<file path="config.mk">
export PLATFORM = sky130hd
export DESIGN_NAME = bus_error_address_logger
export DESIGN_NICKNAME = d
export VERILOG_FILES = /design/src/hw/err_log_pkg.sv /design/src/hw/error_log_slot.sv /design/src/hw/irq_status.sv /design/src/hw/bus_error_address_logger.sv
export SDC_FILE = /design/constraint.sdc
export NUM_CORES = 1
export LEC_CHECK = 0
export ABC_AREA = 1
export BUFFER_PORTS_ARGS = -buffer_cell sky130_fd_sc_hd__clkbuf_2
export CORE_MARGIN = 3
export CORE_UTILIZATION = 30
export CTS_CLUSTER_DIAMETER = 80
export DETAILED_ROUTE_END_ITERATION = 12
export GPL_TIMING_DRIVEN = 0
export PLACE_DENSITY_LB_ADDON = 0.1
export SYNTH_ARGS = -nofsm -noshare
export SYNTH_HDL_FRONTEND = slang
export SYNTH_SLANG_ARGS = --single-unit
</file>
<file path="constraint.sdc">
create_clock -name sys_clk -period 1.4 [get_ports sys_clk]
set_clock_uncertainty 0.15 [all_clocks]
set_input_delay 0 -clock sys_clk [delete_from_list [all_inputs] [get_ports sys_clk]]
set_output_delay 0 -clock sys_clk [all_outputs]
set_load 0.05 [all_outputs]
</file>
<file path="src/hw/err_log_pkg.sv">
// package with register map, field layout and event types of the error address logger
package err_log_pkg;
  localparam logic [31:0] PORT1_SLAVE_ERROR_ADDRESS_OFS = 32'h2102_0008;
  localparam logic [31:0] PORT2_SLAVE_ERROR_ADDRESS_OFS = 32'h2102_000C;
  localparam logic [31:0] PORT1_IO_ERROR_ADDRESS_OFS = 32'h2102_0010;
  localparam logic [31:0] PORT2_IO_ERROR_ADDRESS_OFS = 32'h2102_0014;
  localparam logic [31:0] SYSTEM_BUS_ERROR_ADDRESS_OFS = 32'h2102_0018;
  localparam logic [31:0] IRQ_STATUS_OFS = 32'h2102_001C;
  localparam logic [31:0] IRQ_MASK_OFS = 32'h2102_0020;
  localparam logic [31:0] LOG_RESET = 32'h0000_0000;
  localparam logic [31:0] UNMAPPED_READ = 32'h0000_0000;
  // error summary bit positions
  localparam int P1_SLAVE_LO = 3;
  localparam int P1_SLAVE_HI = 4;
  localparam int P2_SLAVE_LO = 10;
  localparam int P2_SLAVE_HI = 11;
  localparam int SHARED_IO = 7;
  localparam int SYS_LO = 21;
  localparam int SYS_HI = 23;
  // field positions
  localparam int OCTA_LSB = 4;
  localparam int OCTA_MSB = 29;
  localparam int ID_LSB = 29;
  localparam int ADDR_MSB = 28;
  localparam int NUM_LOGS = 5;
  localparam logic [4:0] MASK_RESET = 5'h00;

  // one failing transaction as seen by a log
  typedef struct packed {
    logic [2:0] commander;
    logic [28:0] address;
  } err_txn_type;

  // mask of summary bits owned by each log
  localparam logic [31:0] P1_SLAVE_BITS = 32'h0000_0018;
  localparam logic [31:0] P2_SLAVE_BITS = 32'h0000_0C00;
  localparam logic [31:0] P1_IO_BITS = 32'h0000_0087;
  localparam logic [31:0] P2_IO_BITS = 32'h0000_0780;
  localparam logic [31:0] SYS_BITS = 32'h00E0_0000;
endpackage : err_log_pkg

</file>
<file path="src/hw/error_log_slot.sv">
// one capture-and-hold error log slot
`timescale 1ns/1ns
`default_nettype none
module error_log_slot
  import err_log_pkg::*;
(
  input wire logic sys_clk,
  input wire logic nrst,
  input wire logic anySet,
  input wire logic anyHeld,
  input wire logic [31:0] capValue,
  output logic [31:0] logValue,
  output logic captured
);
  logic holding;

  // capture on a new set while not holding, keep until all bits cleared
  always_ff @(posedge sys_clk) begin
    if (!nrst) begin
      logValue <= LOG_RESET;
      holding <= 1'b0;
    end else if (anySet && !holding) begin
      logValue <= capValue;
      holding <= 1'b1;
    end else if (!anyHeld && !anySet) begin
      holding <= 1'b0;
    end
  end

  assign captured = anySet && !holding;
endmodule // error_log_slot
`default_nettype wire

</file>
<file path="src/hw/irq_status.sv">
// sticky capture status with mask and level interrupt
`timescale 1ns/1ns
`default_nettype none
module irq_status
  import err_log_pkg::*;
(
  input wire logic sys_clk,
  input wire logic nrst,
  input wire logic [4:0] events,
  input wire logic statusWrite,
  input wire logic maskWrite,
  input wire logic [4:0] wdata,
  output logic [4:0] status,
  output logic [4:0] mask,
  output logic irq
);
  // write one to clear; a new event wins over the clear
  always_ff @(posedge sys_clk) begin
    if (!nrst)
      status <= 5'h00;
    else if (statusWrite)
      status <= (status & ~wdata) | events;
    else
      status <= status | events;
  end

  // mask register
  always_ff @(posedge sys_clk) begin
    if (!nrst)
      mask <= MASK_RESET;
    else if (maskWrite)
      mask <= wdata;
  end

  assign irq = |(status & mask);
endmodule // irq_status
`default_nettype wire

</file>
<file path="src/hw/bus_error_address_logger.sv">
// error address logger: five read-only capture logs behind a simple register port
// Summary of operation
// - port one slave error logs octaword address
// - port two slave error logs octaword address
// - slave log held until both bits clear
// - port one slave layout 29:4, zeros elsewhere
// - port two slave log same layout
// - port one I/O error logs address, id
// - port two I/O error logs address, id
// - port one I/O log held until cleared
// - port two I/O log held until cleared
// - I/O logs: id 31:29, address 28:0
// - system bus error logs address, id
// - system bus log held until cleared
// - system bus log: id 31:29, address 28:0
// - logs read-only, valid while bits set
// - all logs reset to zero
//
// The address-and-strobe port is this design's own decision.
`timescale 1ns/1ns
`default_nettype none
module bus_error_address_logger
  import err_log_pkg::*;
(
  input wire logic sys_clk,
  input wire logic nrst,
  // error summary register set and current state
  input wire logic [31:0] summarySet,
  input wire logic [31:0] summaryState,
  // failing transaction attributes per source
  input wire logic [31:0] port1SlaveAddr,
  input wire logic [31:0] port2SlaveAddr,
  input wire err_txn_type port1IoTxn,
  input wire err_txn_type port2IoTxn,
  input wire err_txn_type sysTxn,
  // which port the shared I/O bit belongs to: 0 port one, 1 port two
  input wire logic sharedIoPort2,
  // register port
  input wire logic [31:0] regAddr,
  input wire logic [31:0] regWdata,
  input wire logic regWrite,
  input wire logic regRead,
  output logic [31:0] regRdata,
  output logic irq
);
  ////////////////////////////////////////////////////////////////////////
  logic [31:0] setP1Io;
  logic [31:0] setP2Io;
  logic [NUM_LOGS-1:0] anySet;
  logic [NUM_LOGS-1:0] anyHeld;
  logic [NUM_LOGS-1:0] captured;
  logic [31:0] capValue [NUM_LOGS];
  logic [31:0] logValue [NUM_LOGS];
  logic [4:0] status;
  logic [4:0] mask;
  logic statusWrite;
  logic maskWrite;

  // shared bit 7 is credited to the port that issued the failing transaction
  assign setP1Io = summarySet & (sharedIoPort2 ? (P1_IO_BITS & ~(32'h1 << SHARED_IO)) : P1_IO_BITS);
  assign setP2Io = summarySet & (sharedIoPort2 ? P2_IO_BITS : (P2_IO_BITS & ~(32'h1 << SHARED_IO)));

  // capture triggers per log
  assign anySet[0] = |(summarySet & P1_SLAVE_BITS);
  assign anySet[1] = |(summarySet & P2_SLAVE_BITS);
  assign anySet[2] = |setP1Io;
  assign anySet[3] = |setP2Io;
  assign anySet[4] = |(summarySet & SYS_BITS);

  // hold conditions: any owning bit still set
  assign anyHeld[0] = |(summaryState & P1_SLAVE_BITS);
  assign anyHeld[1] = |(summaryState & P2_SLAVE_BITS);
  assign anyHeld[2] = |(summaryState & P1_IO_BITS);
  assign anyHeld[3] = |(summaryState & P2_IO_BITS);
  assign anyHeld[4] = |(summaryState & SYS_BITS);

  // captured words in register layout
  assign capValue[0] = {2'b00, port1SlaveAddr[OCTA_MSB:OCTA_LSB], 4'h0};
  assign capValue[1] = {2'b00, port2SlaveAddr[OCTA_MSB:OCTA_LSB], 4'h0};
  assign capValue[2] = port1IoTxn;
  assign capValue[3] = port2IoTxn;
  assign capValue[4] = sysTxn;

  ////////////////////////////////////////////////////////////////////////
  // one slot per log; only hardware capture updates it
  genvar g;
  generate
    for (g = 0; g < NUM_LOGS; g++) begin : g_slot
      error_log_slot u_slot (
        .sys_clk(sys_clk),
        .nrst(nrst),
        .anySet(anySet[g]),
        .anyHeld(anyHeld[g]),
        .capValue(capValue[g]),
        .logValue(logValue[g]),
        .captured(captured[g])
      );
    end
  endgenerate

  ////////////////////////////////////////////////////////////////////////
  assign statusWrite = regWrite && (regAddr == IRQ_STATUS_OFS);
  assign maskWrite = regWrite && (regAddr == IRQ_MASK_OFS);

  // capture events raise sticky interrupt status
  irq_status u_irq (
    .sys_clk(sys_clk),
    .nrst(nrst),
    .events(captured),
    .statusWrite(statusWrite),
    .maskWrite(maskWrite),
    .wdata(regWdata[4:0]),
    .status(status),
    .mask(mask),
    .irq(irq)
  );

  ////////////////////////////////////////////////////////////////////////
  // read data one cycle after the strobe; writes to logs are ignored
  always_ff @(posedge sys_clk) begin
    if (!nrst) begin
      regRdata <= UNMAPPED_READ;
    end else if (regRead) begin
      case (regAddr)
        PORT1_SLAVE_ERROR_ADDRESS_OFS: regRdata <= logValue[0];
        PORT2_SLAVE_ERROR_ADDRESS_OFS: regRdata <= logValue[1];
        PORT1_IO_ERROR_ADDRESS_OFS: regRdata <= logValue[2];
        PORT2_IO_ERROR_ADDRESS_OFS: regRdata <= logValue[3];
        SYSTEM_BUS_ERROR_ADDRESS_OFS: regRdata <= logValue[4];
        IRQ_STATUS_OFS: regRdata <= {27'h0, status};
        IRQ_MASK_OFS: regRdata <= {27'h0, mask};
        default: regRdata <= UNMAPPED_READ;
      endcase
    end else begin
      regRdata <= UNMAPPED_READ;
    end
  end

  ////////////////////////////////////////////////////////////////////////
  // assertions
  property p_p1_slave_capture;
    @(posedge sys_clk) disable iff (!nrst)
    captured[0] |=> logValue[0] == {2'b00, $past(port1SlaveAddr[OCTA_MSB:OCTA_LSB]), 4'h0};
  endproperty
  a_p1_slave_capture: assert property (p_p1_slave_capture) else $error("port1 slave log wrong");

  property p_p2_slave_capture;
    @(posedge sys_clk) disable iff (!nrst)
    captured[1] |=> logValue[1] == {2'b00, $past(port2SlaveAddr[OCTA_MSB:OCTA_LSB]), 4'h0};
  endproperty
  a_p2_slave_capture: assert property (p_p2_slave_capture) else $error("port2 slave log wrong");

  property p_slave_hold;
    @(posedge sys_clk) disable iff (!nrst)
    (anyHeld[0] && !captured[0]) |=> $stable(logValue[0]);
  endproperty
  a_slave_hold: assert property (p_slave_hold) else $error("slave log changed while held");

  property p_slave_zero_bits;
    @(posedge sys_clk) disable iff (!nrst)
    logValue[0][31:30] == 2'b00 && logValue[0][3:0] == 4'h0 &&
      logValue[1][31:30] == 2'b00 && logValue[1][3:0] == 4'h0;
  endproperty
  a_slave_zero_bits: assert property (p_slave_zero_bits) else $error("slave log zero bits set");

  property p_p1_io_capture;
    @(posedge sys_clk) disable iff (!nrst)
    captured[2] |=> logValue[2] == $past(port1IoTxn);
  endproperty
  a_p1_io_capture: assert property (p_p1_io_capture) else $error("port1 io log wrong");

  property p_p2_io_capture;
    @(posedge sys_clk) disable iff (!nrst)
    captured[3] |=> logValue[3] == $past(port2IoTxn);
  endproperty
  a_p2_io_capture: assert property (p_p2_io_capture) else $error("port2 io log wrong");

  property p_sys_capture;
    @(posedge sys_clk) disable iff (!nrst)
    captured[4] |=> logValue[4] == $past(sysTxn);
  endproperty
  a_sys_capture: assert property (p_sys_capture) else $error("system log wrong");

  property p_no_overwrite;
    @(posedge sys_clk) disable iff (!nrst)
    (anySet[2] && anyHeld[2] && !captured[2]) |=> $stable(logValue[2]);
  endproperty
  a_no_overwrite: assert property (p_no_overwrite) else $error("io log overwritten");

  property p_irq_level;
    @(posedge sys_clk) disable iff (!nrst)
    captured[4] && mask[4] && !maskWrite |=> irq;
  endproperty
  a_irq_level: assert property (p_irq_level) else $error("interrupt missing after capture");

  // port two slave log keeps its zero fields
  property p_p2_slave_zero_bits;
    @(posedge sys_clk) disable iff (!nrst)
    captured[1] |=> logValue[1][31:30] == 2'b00 && logValue[1][3:0] == 4'h0;
  endproperty
  a_p2_slave_zero_bits: assert property (p_p2_slave_zero_bits) else $error("p2 zero bits");

  // port two slave log frozen while held
  property p_p2_slave_hold;
    @(posedge sys_clk) disable iff (!nrst)
    (anyHeld[1] && !captured[1]) |=> $stable(logValue[1]);
  endproperty
  a_p2_slave_hold: assert property (p_p2_slave_hold) else $error("p2 slave log changed");

  // port one io log frozen while held
  property p_p1_io_hold;
    @(posedge sys_clk) disable iff (!nrst)
    (anyHeld[2] && !captured[2]) |=> $stable(logValue[2]);
  endproperty
  a_p1_io_hold: assert property (p_p1_io_hold) else $error("p1 io log changed while held");

  // port two io log frozen while held
  property p_p2_io_hold;
    @(posedge sys_clk) disable iff (!nrst)
    (anyHeld[3] && !captured[3]) |=> $stable(logValue[3]);
  endproperty
  a_p2_io_hold: assert property (p_p2_io_hold) else $error("p2 io log changed while held");

  // system bus log frozen while held
  property p_sys_hold;
    @(posedge sys_clk) disable iff (!nrst)
    (anyHeld[4] && !captured[4]) |=> $stable(logValue[4]);
  endproperty
  a_sys_hold: assert property (p_sys_hold) else $error("system log changed while held");

  // io log layout: commander on top, address below
  property p_io_layout;
    @(posedge sys_clk) disable iff (!nrst)
    captured[3] |=> logValue[3][31:29] == $past(port2IoTxn.commander) &&
      logValue[3][28:0] == $past(port2IoTxn.address);
  endproperty
  a_io_layout: assert property (p_io_layout) else $error("io log layout wrong");

  // system bus log layout
  property p_sys_layout;
    @(posedge sys_clk) disable iff (!nrst)
    captured[4] |=> logValue[4][28:0] == $past(sysTxn.address);
  endproperty
  a_sys_layout: assert property (p_sys_layout) else $error("system log address wrong");

  // reset clears every log
  property p_reset_logs;
    @(posedge sys_clk)
    !nrst |=> logValue[0] == LOG_RESET && logValue[1] == LOG_RESET &&
      logValue[2] == LOG_RESET && logValue[3] == LOG_RESET && logValue[4] == LOG_RESET;
  endproperty
  a_reset_logs: assert property (p_reset_logs) else $error("log not cleared by reset");

  // read data only in the cycle after a read strobe
  property p_read_idle;
    @(posedge sys_clk) disable iff (!nrst)
    !regRead |=> regRdata == UNMAPPED_READ;
  endproperty
  a_read_idle: assert property (p_read_idle) else $error("read data outside read slot");

  // a log read returns the held word
  property p_read_log;
    @(posedge sys_clk) disable iff (!nrst)
    (regRead && regAddr == PORT1_SLAVE_ERROR_ADDRESS_OFS) |=> regRdata == $past(logValue[0]);
  endproperty
  a_read_log: assert property (p_read_log) else $error("log read data wrong");

  // logs change only on a capture, never by a write
  property p_only_capture;
    @(posedge sys_clk) disable iff (!nrst)
    1'b1 |=> ($past(captured[0]) || $stable(logValue[0])) &&
      ($past(captured[1]) || $stable(logValue[1])) &&
      ($past(captured[2]) || $stable(logValue[2])) &&
      ($past(captured[3]) || $stable(logValue[3])) &&
      ($past(captured[4]) || $stable(logValue[4]));
  endproperty
  a_only_capture: assert property (p_only_capture) else $error("log changed without capture");

  // later slave error while held does not overwrite
  property p_slave_no_overwrite;
    @(posedge sys_clk) disable iff (!nrst)
    (anySet[0] && anyHeld[0] && !captured[0]) |=> $stable(logValue[0]);
  endproperty
  a_slave_no_overwrite: assert property (p_slave_no_overwrite) else $error("slave log overwritten");

  // later port two io error while held does not overwrite
  property p_p2_io_no_overwrite;
    @(posedge sys_clk) disable iff (!nrst)
    (anySet[3] && anyHeld[3] && !captured[3]) |=> $stable(logValue[3]);
  endproperty
  a_p2_io_no_overwrite: assert property (p_p2_io_no_overwrite) else $error("p2 io log overwritten");

  // later system error while held does not overwrite
  property p_sys_no_overwrite;
    @(posedge sys_clk) disable iff (!nrst)
    (anySet[4] && anyHeld[4] && !captured[4]) |=> $stable(logValue[4]);
  endproperty
  a_sys_no_overwrite: assert property (p_sys_no_overwrite) else $error("system log overwritten");

  // every capture raises its status bit
  property p_capture_status;
    @(posedge sys_clk) disable iff (!nrst)
    (|captured) |=> (status & $past(captured)) == $past(captured);
  endproperty
  a_capture_status: assert property (p_capture_status) else $error("capture lost in status");

  // status bit stays until written
  property p_status_sticky;
    @(posedge sys_clk) disable iff (!nrst)
    (status[0] && !statusWrite) |=> status[0];
  endproperty
  a_status_sticky: assert property (p_status_sticky) else $error("status bit dropped");

  // write one clears a status bit when no new capture
  property p_status_clear;
    @(posedge sys_clk) disable iff (!nrst)
    (statusWrite && regWdata[0] && !captured[0]) |=> !status[0];
  endproperty
  a_status_clear: assert property (p_status_clear) else $error("status bit not cleared");

  // mask register takes the written value
  property p_mask_write;
    @(posedge sys_clk) disable iff (!nrst)
    maskWrite |=> mask == $past(regWdata[4:0]);
  endproperty
  a_mask_write: assert property (p_mask_write) else $error("mask not written");

  // fully masked means no interrupt
  property p_irq_masked;
    @(posedge sys_clk) disable iff (!nrst)
    (mask == 5'h00) |-> !irq;
  endproperty
  a_irq_masked: assert property (p_irq_masked) else $error("interrupt while fully masked");

  c_p1_slave: cover property (@(posedge sys_clk) disable iff (!nrst) captured[0]);
  c_overlap: cover property (@(posedge sys_clk) disable iff (!nrst) captured[1] && captured[3]);
  c_sys: cover property (@(posedge sys_clk) disable iff (!nrst) captured[4]);
  c_held_set: cover property (@(posedge sys_clk) disable iff (!nrst) anySet[3] && !captured[3]);
  c_read_log: cover property (@(posedge sys_clk) disable iff (!nrst)
    regRead && regAddr == PORT1_IO_ERROR_ADDRESS_OFS);
endmodule // bus_error_address_logger
`default_nettype wire

</file>
**Word-level counts from Yosys, hierarchy flattened**

Cells that the tools add are included.

- Add/sub/neg operators: 0
- $mul: 0
- Div/mod/pow operators: 0
- Magnitude comparators: 0
- Equality and inequality tests: 7
- Shifts and indexed selects: 0
- Mux-type cells: 14
- Bitwise logic cells: 7
- Reduce and logical (&&, ||, !) cells: 44

Operator list:

| cell | count |
|---|---|
| 32-bit by 30-bit == test with 1-bit output (second input constant) | 7 |
| 32-bit one-hot mux with 7 select lines | 1 |
| 32-bit OR reduction | 2 |
| 32-bit by 11-bit bitwise AND with 32-bit output | 1 |
| 32-bit by 8-bit bitwise AND with 32-bit output | 1 |
| 8-bit 2-to-1 mux | 2 |
| 1-bit logical NOT | 15 |
| 1-bit logical AND | 12 |
| 5-bit bitwise AND | 2 |
| 1-bit 2-to-1 mux | 10 |
| 5-bit OR | 2 |
| 2-bit nonzero test | 5 |
| 2-bit OR reduction | 4 |
| 4-bit OR reduction | 2 |
| 3-bit OR reduction | 2 |
| 5-bit 2-to-1 mux | 1 |
| 5-bit inverter | 1 |
| 5-bit OR reduction | 1 |
| 2-bit AND reduction | 1 |

- Bits in registers: 195
- Latch bits: 0
- Memory bits (writable): 0
- Memory bits (read-only): 0
- Input port bits: 293
- Output and inout port bits: 33
- Logic and storage cells: 85
- Memories kept: 0

**Depth between registers and ports, before layout**

Gate-level depths: netlist of run 1.

- Depth in word-level cells: 7
- Gate-level depth with buffers: 12
- Mapped depth without buffers: 11

**Modules after synthesis**

Synthesis of run 1 repeated with hierarchy kept, for this count alone.

- Cell total of the unflattened synthesis: 1604
- Area total of the unflattened synthesis: 10183.5 sq um

Modules (own cells, without submodules):

| module | times used | cells each | area each (sq um) | sequential area each (sq um) |
|---|---|---|---|---|
| error_log_slot | 5 | 212 | 1421.4 | 660.6 |
| bus_error_address_logger | 1 | 486 | 2683.8 | 640.6 |
| irq_status | 1 | 58 | 392.9 | 200.2 |

**Least setup slack after synthesis of run 1**

Ideal clock, no wire load.

- Kind: register to register
- Start point: reg g_slot[0].u_slot.holding
- End point: reg g_slot[0].u_slot.logValue[21]
- Setup time: 0.116 ns
- Data arrival time: 1.183 ns
- Data required time: 1.134 ns
- Setup slack: -0.048 ns
- Stages on the path, launching flop included: 6
- Path buffers: 1
- Clock period less this slack: 1.448 ns
- Path through: dfxtp_1 > nor2_1 > clkinv_1 > clkbuf_1 > nor2_1 > nor2_1

- Cells in the longest elaborated chain, start to end: 2

Ends and longest elaborated chain:

| what | line | RTL |
|---|---|---|
| start: declaration | error_log_slot.sv:15 | `logic holding;` |
| start signal: assignment | error_log_slot.sv:21 | `holding <= 1'b0;` |
| start signal: assignment | error_log_slot.sv:24 | `holding <= 1'b1;` |
| start signal: assignment | error_log_slot.sv:26 | `holding <= 1'b0;` |
| 1-bit logical NOT | error_log_slot.sv:22 | `end else if (anySet && !holding) begin` |
| 1-bit logical AND | error_log_slot.sv:22 |  |
| end signal: assignment | error_log_slot.sv:23 | `logValue <= capValue;` |
| end: declaration | error_log_slot.sv:12 | `output logic [31:0] logValue,` |

Every way passes these cells.
A chain may end at the register's enable or synchronous reset.

**Final worst setup path of run 1**

- Start point: reg u_irq.status[2]
- End point: out irq

- Cells in the longest elaborated chain, start to end: 2

Ends and longest elaborated chain:

| what | line | RTL |
|---|---|---|
| start: declaration | irq_status.sv:13 | `output logic [4:0] status,` |
| start signal: assignment | irq_status.sv:22 | `status <= (status & ~wdata) \| events;` |
| start signal: assignment | irq_status.sv:24 | `status <= status \| events;` |
| 5-bit bitwise AND | irq_status.sv:35 | `assign irq = \|(status & mask);` |
| 5-bit OR reduction | irq_status.sv:35 |  |
| end: declaration | bus_error_address_logger.sv:44 | `output logic irq` |

Every way passes these cells.

==> flow_summary.toml, run 1 <==
[status]
status = "complete, but fails checks"
failed_checks = "negative hold slack, negative setup slack"

[clock_network]
worstSkewPairLatency_ps = 430
clk_path_buf_depth = 2
cts_tree = "yes"
sinks_on_the_clock_net = 195
clockRootBuffer = "sky130_fd_sc_hd__clkbuf_16"
htree_num_levels = 4
clkTransAtPathRegs_ps = 70
cts_buffers = 17

[sta]
setup_slack_ps = -123.4
final.period_utilization = 1.088
max_slew.worst_pin.slew_ps = 667.2
fmax_mhz = 656.4
slew_violations = 0
fin_worst_hold_slack_ps = -72.94
period_minus_slack_ps = 1523
max-slew-margin-rel = 0.5552
finalHoldViolations = 6
setup-violations-final = 1
rsz0062_at_grt = "true"

[synthesis]
syn_avg_cell_area_um2 = 6.870
count_of_flip_flops_with_a_built_in_enable_after_synthesis = 0
synth.top_cells.by_area = "sky130_fd_sc_hd__dfxtp_1 (48%), sky130_fd_sc_hd__nor2_1 (18%), sky130_fd_sc_hd__o21ai_0 (9.3%)"
sequential_to_total_area_share_from_yosys_stat = 0.4844
most_frequent_cell_after_synthesis = "sky130_fd_sc_hd__nor2_1"
netlist_top_cells_count = "sky130_fd_sc_hd__nor2_1 (394), sky130_fd_sc_hd__dfxtp_1 (195), sky130_fd_sc_hd__nand2_1 (157)"
synth-async-reset-ratio = 0
synth_top_cell_area_share = 0.4844
yosysWarningCount = 0
synth.lib_cells_used.distinct = 26
post_synthesis_cell_area_um2 = 8059
synth_top_area_cell = "sky130_fd_sc_hd__dfxtp_1"
syn_inst = 1173
most_instantiated_flip_flop_cell_in_the_synthesis_netlist = "sky130_fd_sc_hd__dfxtp_1"
ys_seq_elements = 195
mappedNetlistNets = 1466

[min_path]
hold_path_class = "in2reg"

[power_and_ir_drop]
internal_power_w = 0.009327
power_frac_clock = 0.374
worst_vdd_rail_ir_drop_mv = 0.6544
power.combinational.fraction = 0.140
total_leakage_power_nw = 5.872
sequentialPowerShare = 0.486
switching_share = 0.2610
power_density_nw_per_um2 = 1018
net-switching-power_w = 0.003295

[floorplan]
core_area_um2 = 26210
io_pins = 326
dieHeight_um = 169.9
horizontal_die_dimension_um = 169.9
start_util = 0.3075
number_of_placement_rows = 59
floorplan.die_area_um2 = 28870

[global_routing]
grt_pass1_wl_um = 47670
pin_count_of_the_biggest_net_entering_global_routing = 17
globalRouteTotalUtil = 0.2133
grt_antenna_before_repair = 1
gr-total-overflow = 0
via_count_of_the_first_global_routing_pass = 8837

[detailed_routing]
ant_nets = 0
post-route-drc-count = 0
count_of_routing_violations_after_the_opening_detailed_route_iteration = 523
finalWirelength_um = 31500
wire_per_inst_um = 15.94
detailroute.via_count = 9055
detail_route.vias_per_cell = 4.582
drt-pass1-iter-count = 5

[critical_path]
cp.required_ps = 1250
setup.worst_path.class = "reg2out"
crit_path_start_kind = "register"
worstPathArrival_ps = 1370
timing.critical_path.to_type = "output pin"
timing.critical_path.fanout_max = 3

[layout]
n_diodes = 0
nNetsFinal = 1922
post_route_cells_drive_above_1_share = 0.2413
utilization = 0.4729
syn_to_final_growth_pct = 53.78

[placement]
globalplace.congestion = 0.9017
worst_setup_timing_slack_at_the_placement_stage_ps = -726.2
buffer_ports.inserted = 247
detailed_place_hpwl_um = 23090

[flow_run]
max-cap-violations = 0
[critical path: stages (launching register included)]
cell and delay, ps:
sky130_fd_sc_hd__dfxtp_2 350, sky130_fd_sc_hd__a221oi_2 280, sky130_fd_sc_hd__nand2_1 140, sky130_fd_sc_hd__buf_8 170
[state kept, by name, indices dropped and copies added, names as in the netlist]
register / count
g_slot.u_slot.holding: 5
g_slot.u_slot.logValue: 148
regRdata: 32
u_irq.mask: 5
u_irq.status: 5
[power by group through the flow]
stage          Sequential [W]  Combinational, W  Clock (W)
5_1_grt               0.00618           0.00197    0.00505
4_1_cts               0.00613           0.00170    0.00485
3_3_place_gp          0.00625           0.00123          0
2_1_floorplan         0.00618          0.000658          0
3_5_place_dp          0.00625           0.00124          0
6_report              0.00613           0.00176    0.00473
[worst paths after layout]
| kind | startpoint | endpoint | slack, ps | cells past startpoint |
|---|---|---|---|---|
| worst max-delay path | u_irq.status[2]$_SDFF_PN0_ | irq | -120 | 3 |
| worst min register to register | g_slot[0].u_slot.logValue[4]$_SDFFE_PN0P_ | g_slot[0].u_slot.logValue[4]$_SDFFE_PN0P_ | 320 | 2 |
| worst min-delay path | sharedIoPort2 | g_slot[2].u_slot.logValue[1]$_SDFFE_PN0P_ | -70 | 5 |
| worst max register to register | g_slot[3].u_slot.holding$_SDFFE_PN0P_ | g_slot[3].u_slot.logValue[11]$_SDFFE_PN0P_ | 50 | 6 |
[cell usage in the layout, fill, tap and decap left out, types with 4 or more instances in the layout]
master / synthesis / final
sky130_fd_sc_hd__clkbuf_2: 0 / 257
sky130_fd_sc_hd__buf_6: 1 / 5
sky130_fd_sc_hd__clkbuf_16: 0 / 17
sky130_fd_sc_hd__inv_1: 37 / 34
sky130_fd_sc_hd__nand4_1: 5 / 5
sky130_fd_sc_hd__clkinvlp_4: 0 / 5
sky130_fd_sc_hd__dlygate4sd3_1: 0 / 174
sky130_fd_sc_hd__buf_4: 5 / 19
sky130_fd_sc_hd__nor2_4: 2 / 8
sky130_fd_sc_hd__nor2_1: 394 / 373
sky130_fd_sc_hd__clkbuf_1: 41 / 22
sky130_fd_sc_hd__dfxtp_2: 0 / 9
sky130_fd_sc_hd__clkinv_2: 1 / 4
sky130_fd_sc_hd__buf_2: 22 / 17
sky130_fd_sc_hd__nand3_1: 124 / 121
sky130_fd_sc_hd__nor2_2: 3 / 18
sky130_fd_sc_hd__o21ai_0: 150 / 147
sky130_fd_sc_hd__o21ai_1: 6 / 9
sky130_fd_sc_hd__dfxtp_1: 195 / 186
sky130_fd_sc_hd__inv_2: 6 / 8
sky130_fd_sc_hd__a21oi_1: 11 / 11
sky130_fd_sc_hd__nand2_1: 157 / 154
sky130_fd_sc_hd__clkbuf_4: 0 / 9
[metrics by stage]
| step | power, W | instances | setup TNS (ps) | hold WS, ps | area, um^2 |
|---|---|---|---|---|---|
| floorplan | 0.006841 | 1173 | 0 | -15.10 | 8063 |
| global placement | 0.007481 | 1755 | -80000 | 75.85 | 9718 |
| detailed placement | 0.007489 | 1755 | -79950 | 82.78 | 9718 |
| CTS | 0.01267 | 1968 | -103.1 | 7.622 | 12200 |
| global route | 0.01320 | 1976 | -174.1 | -22.29 | 12390 |
| finish | 0.01262 | 1976 | -123.4 | -72.94 | 12390 |
[area by class of cell]
type	count	area, um^2
plain buffers	69	394.1
repair buffers	436	3136
flip-flops and latches	195	3915
repair inverters	1	5.005
well taps	335	419.2
clock buffers	20	446.7
clock inverters	11	103.9
fillers	2713	13810
inverters	47	192.7
multi-input cells	862	3781
[metal layers]
| metal | part of all wire | wire length [um] | track usage | vias up |
|---|---|---|---|---|
| met1 | 0.49 | 15580 | 0.3017 | 4102 |
| met2 | 0.44 | 14000 | 0.3399 | 254 |
| met5 | 0 | 0 | 0 | - |
| li1 | - | - | - | 4672 |
| met4 | 0.016 | 510 | 0.05785 | 0 |
| met3 | 0.045 | 1413 | 0.03322 | 27 |
[logic make-up after synthesis]
group           Yosys count  synth area share
flops                   195            0.4844
buf+inv                 116           0.06086
simple gates            690            0.3461
compound gates          172            0.1087
[timing repair]
| item | 4_1_cts | 5_1_grt |
|---|---|---|
| hold endpoints to repair | 163 | 3 |
| gates cloned | 0 | 2 |
| pin swaps | 5 | 8 |
| hold buffers | 174 | 2 |
| buffers inserted | 8 | 6 |
| resized for setup | 40 | 75 |
| setup endpoints to repair | 156 | 154 |
Power figures use the tool's default switching activity.
==> run 2: changes to the inputs <==
- CTS_CLUSTER_SIZE: not set -> 24
- SYNTH_HIERARCHICAL: not set -> 1
==> run 2 against run 1 <==
Via count grew 20%. Count of clock-buffer cells in the layout shrank 4. Register-to-register slack improved by 60 ps. Worst hold slack got worse by 23 ps. Power is 5.5% higher. Highest routed layer unchanged. Synthesized cell count grew 37%. Largest power group unchanged. The flow still finishes with violations (negative hold slack, negative setup slack). Critical endpoint unchanged. Setup slack better by 120 ps. Final cell count increased by 28%.
==> flow_summary.toml, run 2 <==
[detailed_routing]
detail_route.vias_per_cell = 4.290
wire_per_inst_um = 14.53
finalWirelength_um = 36730
ant_nets = 0
detailroute.via_count = 10840
post-route-drc-count = 0
count_of_routing_violations_after_the_opening_detailed_route_iteration = 609
drt-pass1-iter-count = 4

[floorplan]
floorplan.die_area_um2 = 36190
dieHeight_um = 190.2
io_pins = 326
number_of_placement_rows = 66
horizontal_die_dimension_um = 190.2
start_util = 0.3083
core_area_um2 = 33030

[layout]
highest_count_cells_in_the_layout_ignoring_fill_and_taps = "sky130_fd_sc_hd__nor2_1 (407), sky130_fd_sc_hd__nand2_1 (340), sky130_fd_sc_hd__nand3_1 (269)"
fillers = 3534
multi_input_comb_area_um2 = 4632
seqCellArea_um2 = 4155
top_regs = "g_slot.u_slot/logValue x160, regRdata x32"
syn_to_final_growth_pct = 42.68
utilization = 0.4399
max_flop_register = "g_slot.u_slot/logValue"
layout_commonest_cell = "sky130_fd_sc_hd__nor2_1"
largest_reg_flops = 160
nNetsFinal = 2371
post_route_cells_drive_above_1_share = 0.2043
n_diodes = 0
fin_area_um2 = 14530

[synthesis]
synthMuxAreaShare = 0
sequential_to_total_area_share_from_yosys_stat = 0.4069
synth.top_cells.by_area = "sky130_fd_sc_hd__dfxtp_1 (41%), sky130_fd_sc_hd__nor2_1 (15%), sky130_fd_sc_hd__nand3_1 (13%)"
synthXorXnorAreaFrac = 0
count_of_flip_flops_with_a_built_in_enable_after_synthesis = 0
syn_avg_cell_area_um2 = 6.349
most_instantiated_flip_flop_cell_in_the_synthesis_netlist = "sky130_fd_sc_hd__dfxtp_1"
complex_gate_fraction_of_the_synthesized_area = 0.01413
most_frequent_cell_after_synthesis = "sky130_fd_sc_hd__nor2_1"
synth_top_area_cell = "sky130_fd_sc_hd__dfxtp_1"
synth_top_cell_area_share = 0.4069
synth-adder-area-share = 0
yosysWarningCount = 6
main_combinational_cell_family_by_area_after_synthesis = "simple AND/OR/NAND/NOR gates"
ys_seq_elements = 207
syn_inst = 1604
netlist_top_cells_count = "sky130_fd_sc_hd__nor2_1 (414), sky130_fd_sc_hd__nand2_1 (340), sky130_fd_sc_hd__nand3_1 (269)"
post_synthesis_cell_area_um2 = 10180
synth.lib_cells_used.distinct = 25
synth-async-reset-ratio = 0
synthSimpleGateAreaFrac = 0.4336

[critical_path]
critical-path-slowest-cell = "sky130_fd_sc_hd__dfxtp_2"
path_common_cell = "sky130_fd_sc_hd__nand2_1"
worstPathArrival_ps = 1250
critical-path-max-stage-delay_ps = 330
setup.worst_path.class = "reg2out"
path_delay_family = "flip-flops"
cp_cell_sequence = "nand2_1, nand2_1, nor2_1, nand2_1, buf_8"
timing.critical_path.fanout_max = 2
timing.critical_path.to_type = "output pin"
critical_path.n_buffers_inverters = 1
cp.required_ps = 1250
crit_path_start_kind = "register"
r2r_setup_slack_ps = 110

[global_routing]
globalRouteTotalUtil = 0.1977
grt_antenna_before_repair = 0
grt_pass1_wl_um = 56550
via_count_of_the_first_global_routing_pass = 10730
gr-total-overflow = 0
pin_count_of_the_biggest_net_entering_global_routing = 25

[power_and_ir_drop]
net-switching-power_w = 0.003661
power.combinational.fraction = 0.168
internal_power_w = 0.009652
power_frac_clock = 0.340
worst_vdd_rail_ir_drop_mv = 0.5264
sequentialPowerShare = 0.492
total_leakage_power_nw = 7.745
power_density_nw_per_um2 = 916.2
switching_share = 0.2750

[clock_network]
clk_path_buf_depth = 3
clockRootBuffer = "sky130_fd_sc_hd__clkbuf_16"
worstSkewPairLatency_ps = 480
cts_buffers = 15
clkTransAtPathRegs_ps = 90
cts_hold_buf = 186
htree_num_levels = 1
cts_tree = "yes"
sinks_on_the_clock_net = 207

[sta]
fin_worst_hold_slack_ps = -96.32
period_minus_slack_ps = 1404
final.period_utilization = 1.003
max_slew.worst_pin.slew_ps = 598.0
setup_slack_ps = -3.659
slew_violations = 0
finalHoldViolations = 3
fmax_mhz = 712.4
max-slew-margin-rel = 0.6013
setup-violations-final = 1
rsz0062_at_grt = "true"

[placement]
globalplace.congestion = 0.8921
detailed_place_hpwl_um = 27920
buffer_ports.inserted = 248
placed_area_um2 = 12020

[min_path]
hold_path_class = "in2reg"

[flow_run]
max-cap-violations = 0

[status]
failed_checks = "negative hold slack, negative setup slack"
status = "complete, but fails checks"
run 2: cell count changes after synthesis, sizes merged, moves of 30 or more:
cell	previous run	this run
clkbuf	41	8
buf	28	86
nor2	399	429
nand3	124	269
o21ai	156	10
nand2	158	346
inv	43	221
run 2: area by class of cell:
| cell class | instances | area share |
|---|---|---|
| inverter | 224 | 0.05890 |
| timing repair buffer | 447 | 0.2220 |
| sequential | 207 | 0.2860 |
| tap | 442 | 0.03806 |
| clock inverter | 8 | 0.006544 |
| clock buffer | 16 | 0.02609 |
| multi-input combinational | 1090 | 0.3188 |
| buffer | 93 | 0.04366 |
run 2: cells by family (layout without fill, tap and decap cells):
family | after synthesis | count (layout)
flops | 207 | 207
compound gates | 25 | 25
simple gates | 1053 | 1053
other cells | 1 | 12
buf+inv | 318 | 788
run 2: per-layer routing:
layer  vias up  track usage  share of wire
li1       5780            -              -
met1      4779       0.2733           0.48
met2       244       0.3341           0.46
met3        39      0.02022          0.037
met5         -            0              0
met4         0      0.04488          0.021
run 2: power by group through the flow:
stage | clock (W) | combinational (W) | sequential, W
after floorplan | 0 | 0.00114 | 0.00660
after global placement | 0 | 0.00177 | 0.00667
after detailed placement | 0 | 0.00179 | 0.00668
after CTS | 0.00467 | 0.00221 | 0.00655
after global routing | 0.00491 | 0.00254 | 0.00660
final | 0.00453 | 0.00224 | 0.00655
run 2: worst register-to-register path, stage by stage (launching register included):
cell	delay, ps
sky130_fd_sc_hd__dfxtp_1	350
sky130_fd_sc_hd__inv_1	170
sky130_fd_sc_hd__buf_2	260
sky130_fd_sc_hd__nand3_1	140
sky130_fd_sc_hd__nand2_1	100
sky130_fd_sc_hd__nor2_1	40
run 2: per-stage QoR:
stage | TNS [ps] | hold WS [ps] | worst slack [ps] | total power [W] | cells
3_5_place_dp | -15920 | 111.2 | -442.0 | 0.008471 | 2305
2_1_floorplan | 0 | -15.10 | 18.39 | 0.007743 | 1615
4_1_cts | -25.27 | -105.7 | -25.27 | 0.01343 | 2519
3_3_place_gp | -15880 | 105.2 | -452.7 | 0.008440 | 2305
5_1_grt | -67.12 | -81.25 | -66.07 | 0.01405 | 2527
6_report | -3.659 | -96.32 | -3.659 | 0.01331 | 2527
run 2: final timing paths:
| kind | to | depth (start not counted) | startpoint |
|---|---|---|---|
| setup / recovery | irq | 5 | u_irq/status[2]$_SDFF_PN0_ |
| hold / removal | g_slot[4].u_slot/logValue[25]$_SDFFE_PN0P_ | 6 | summarySet[22] |
| setup reg to reg | g_slot[2].u_slot/logValue[10]$_SDFFE_PN0P_ | 5 | g_slot[2].u_slot/holding$_SDFFE_PN0P_ |
| hold reg to reg | u_irq/status[4]$_SDFF_PN0_ | 2 | u_irq/status[4]$_SDFF_PN0_ |
run 2: what timing repair did:
action	CTS	global route
setup buffers	4	9
hold endpoints to repair	165	3
setup endpoints to repair	1	83
pin swaps	1	4
gates cloned	0	1
resized for setup	8	26
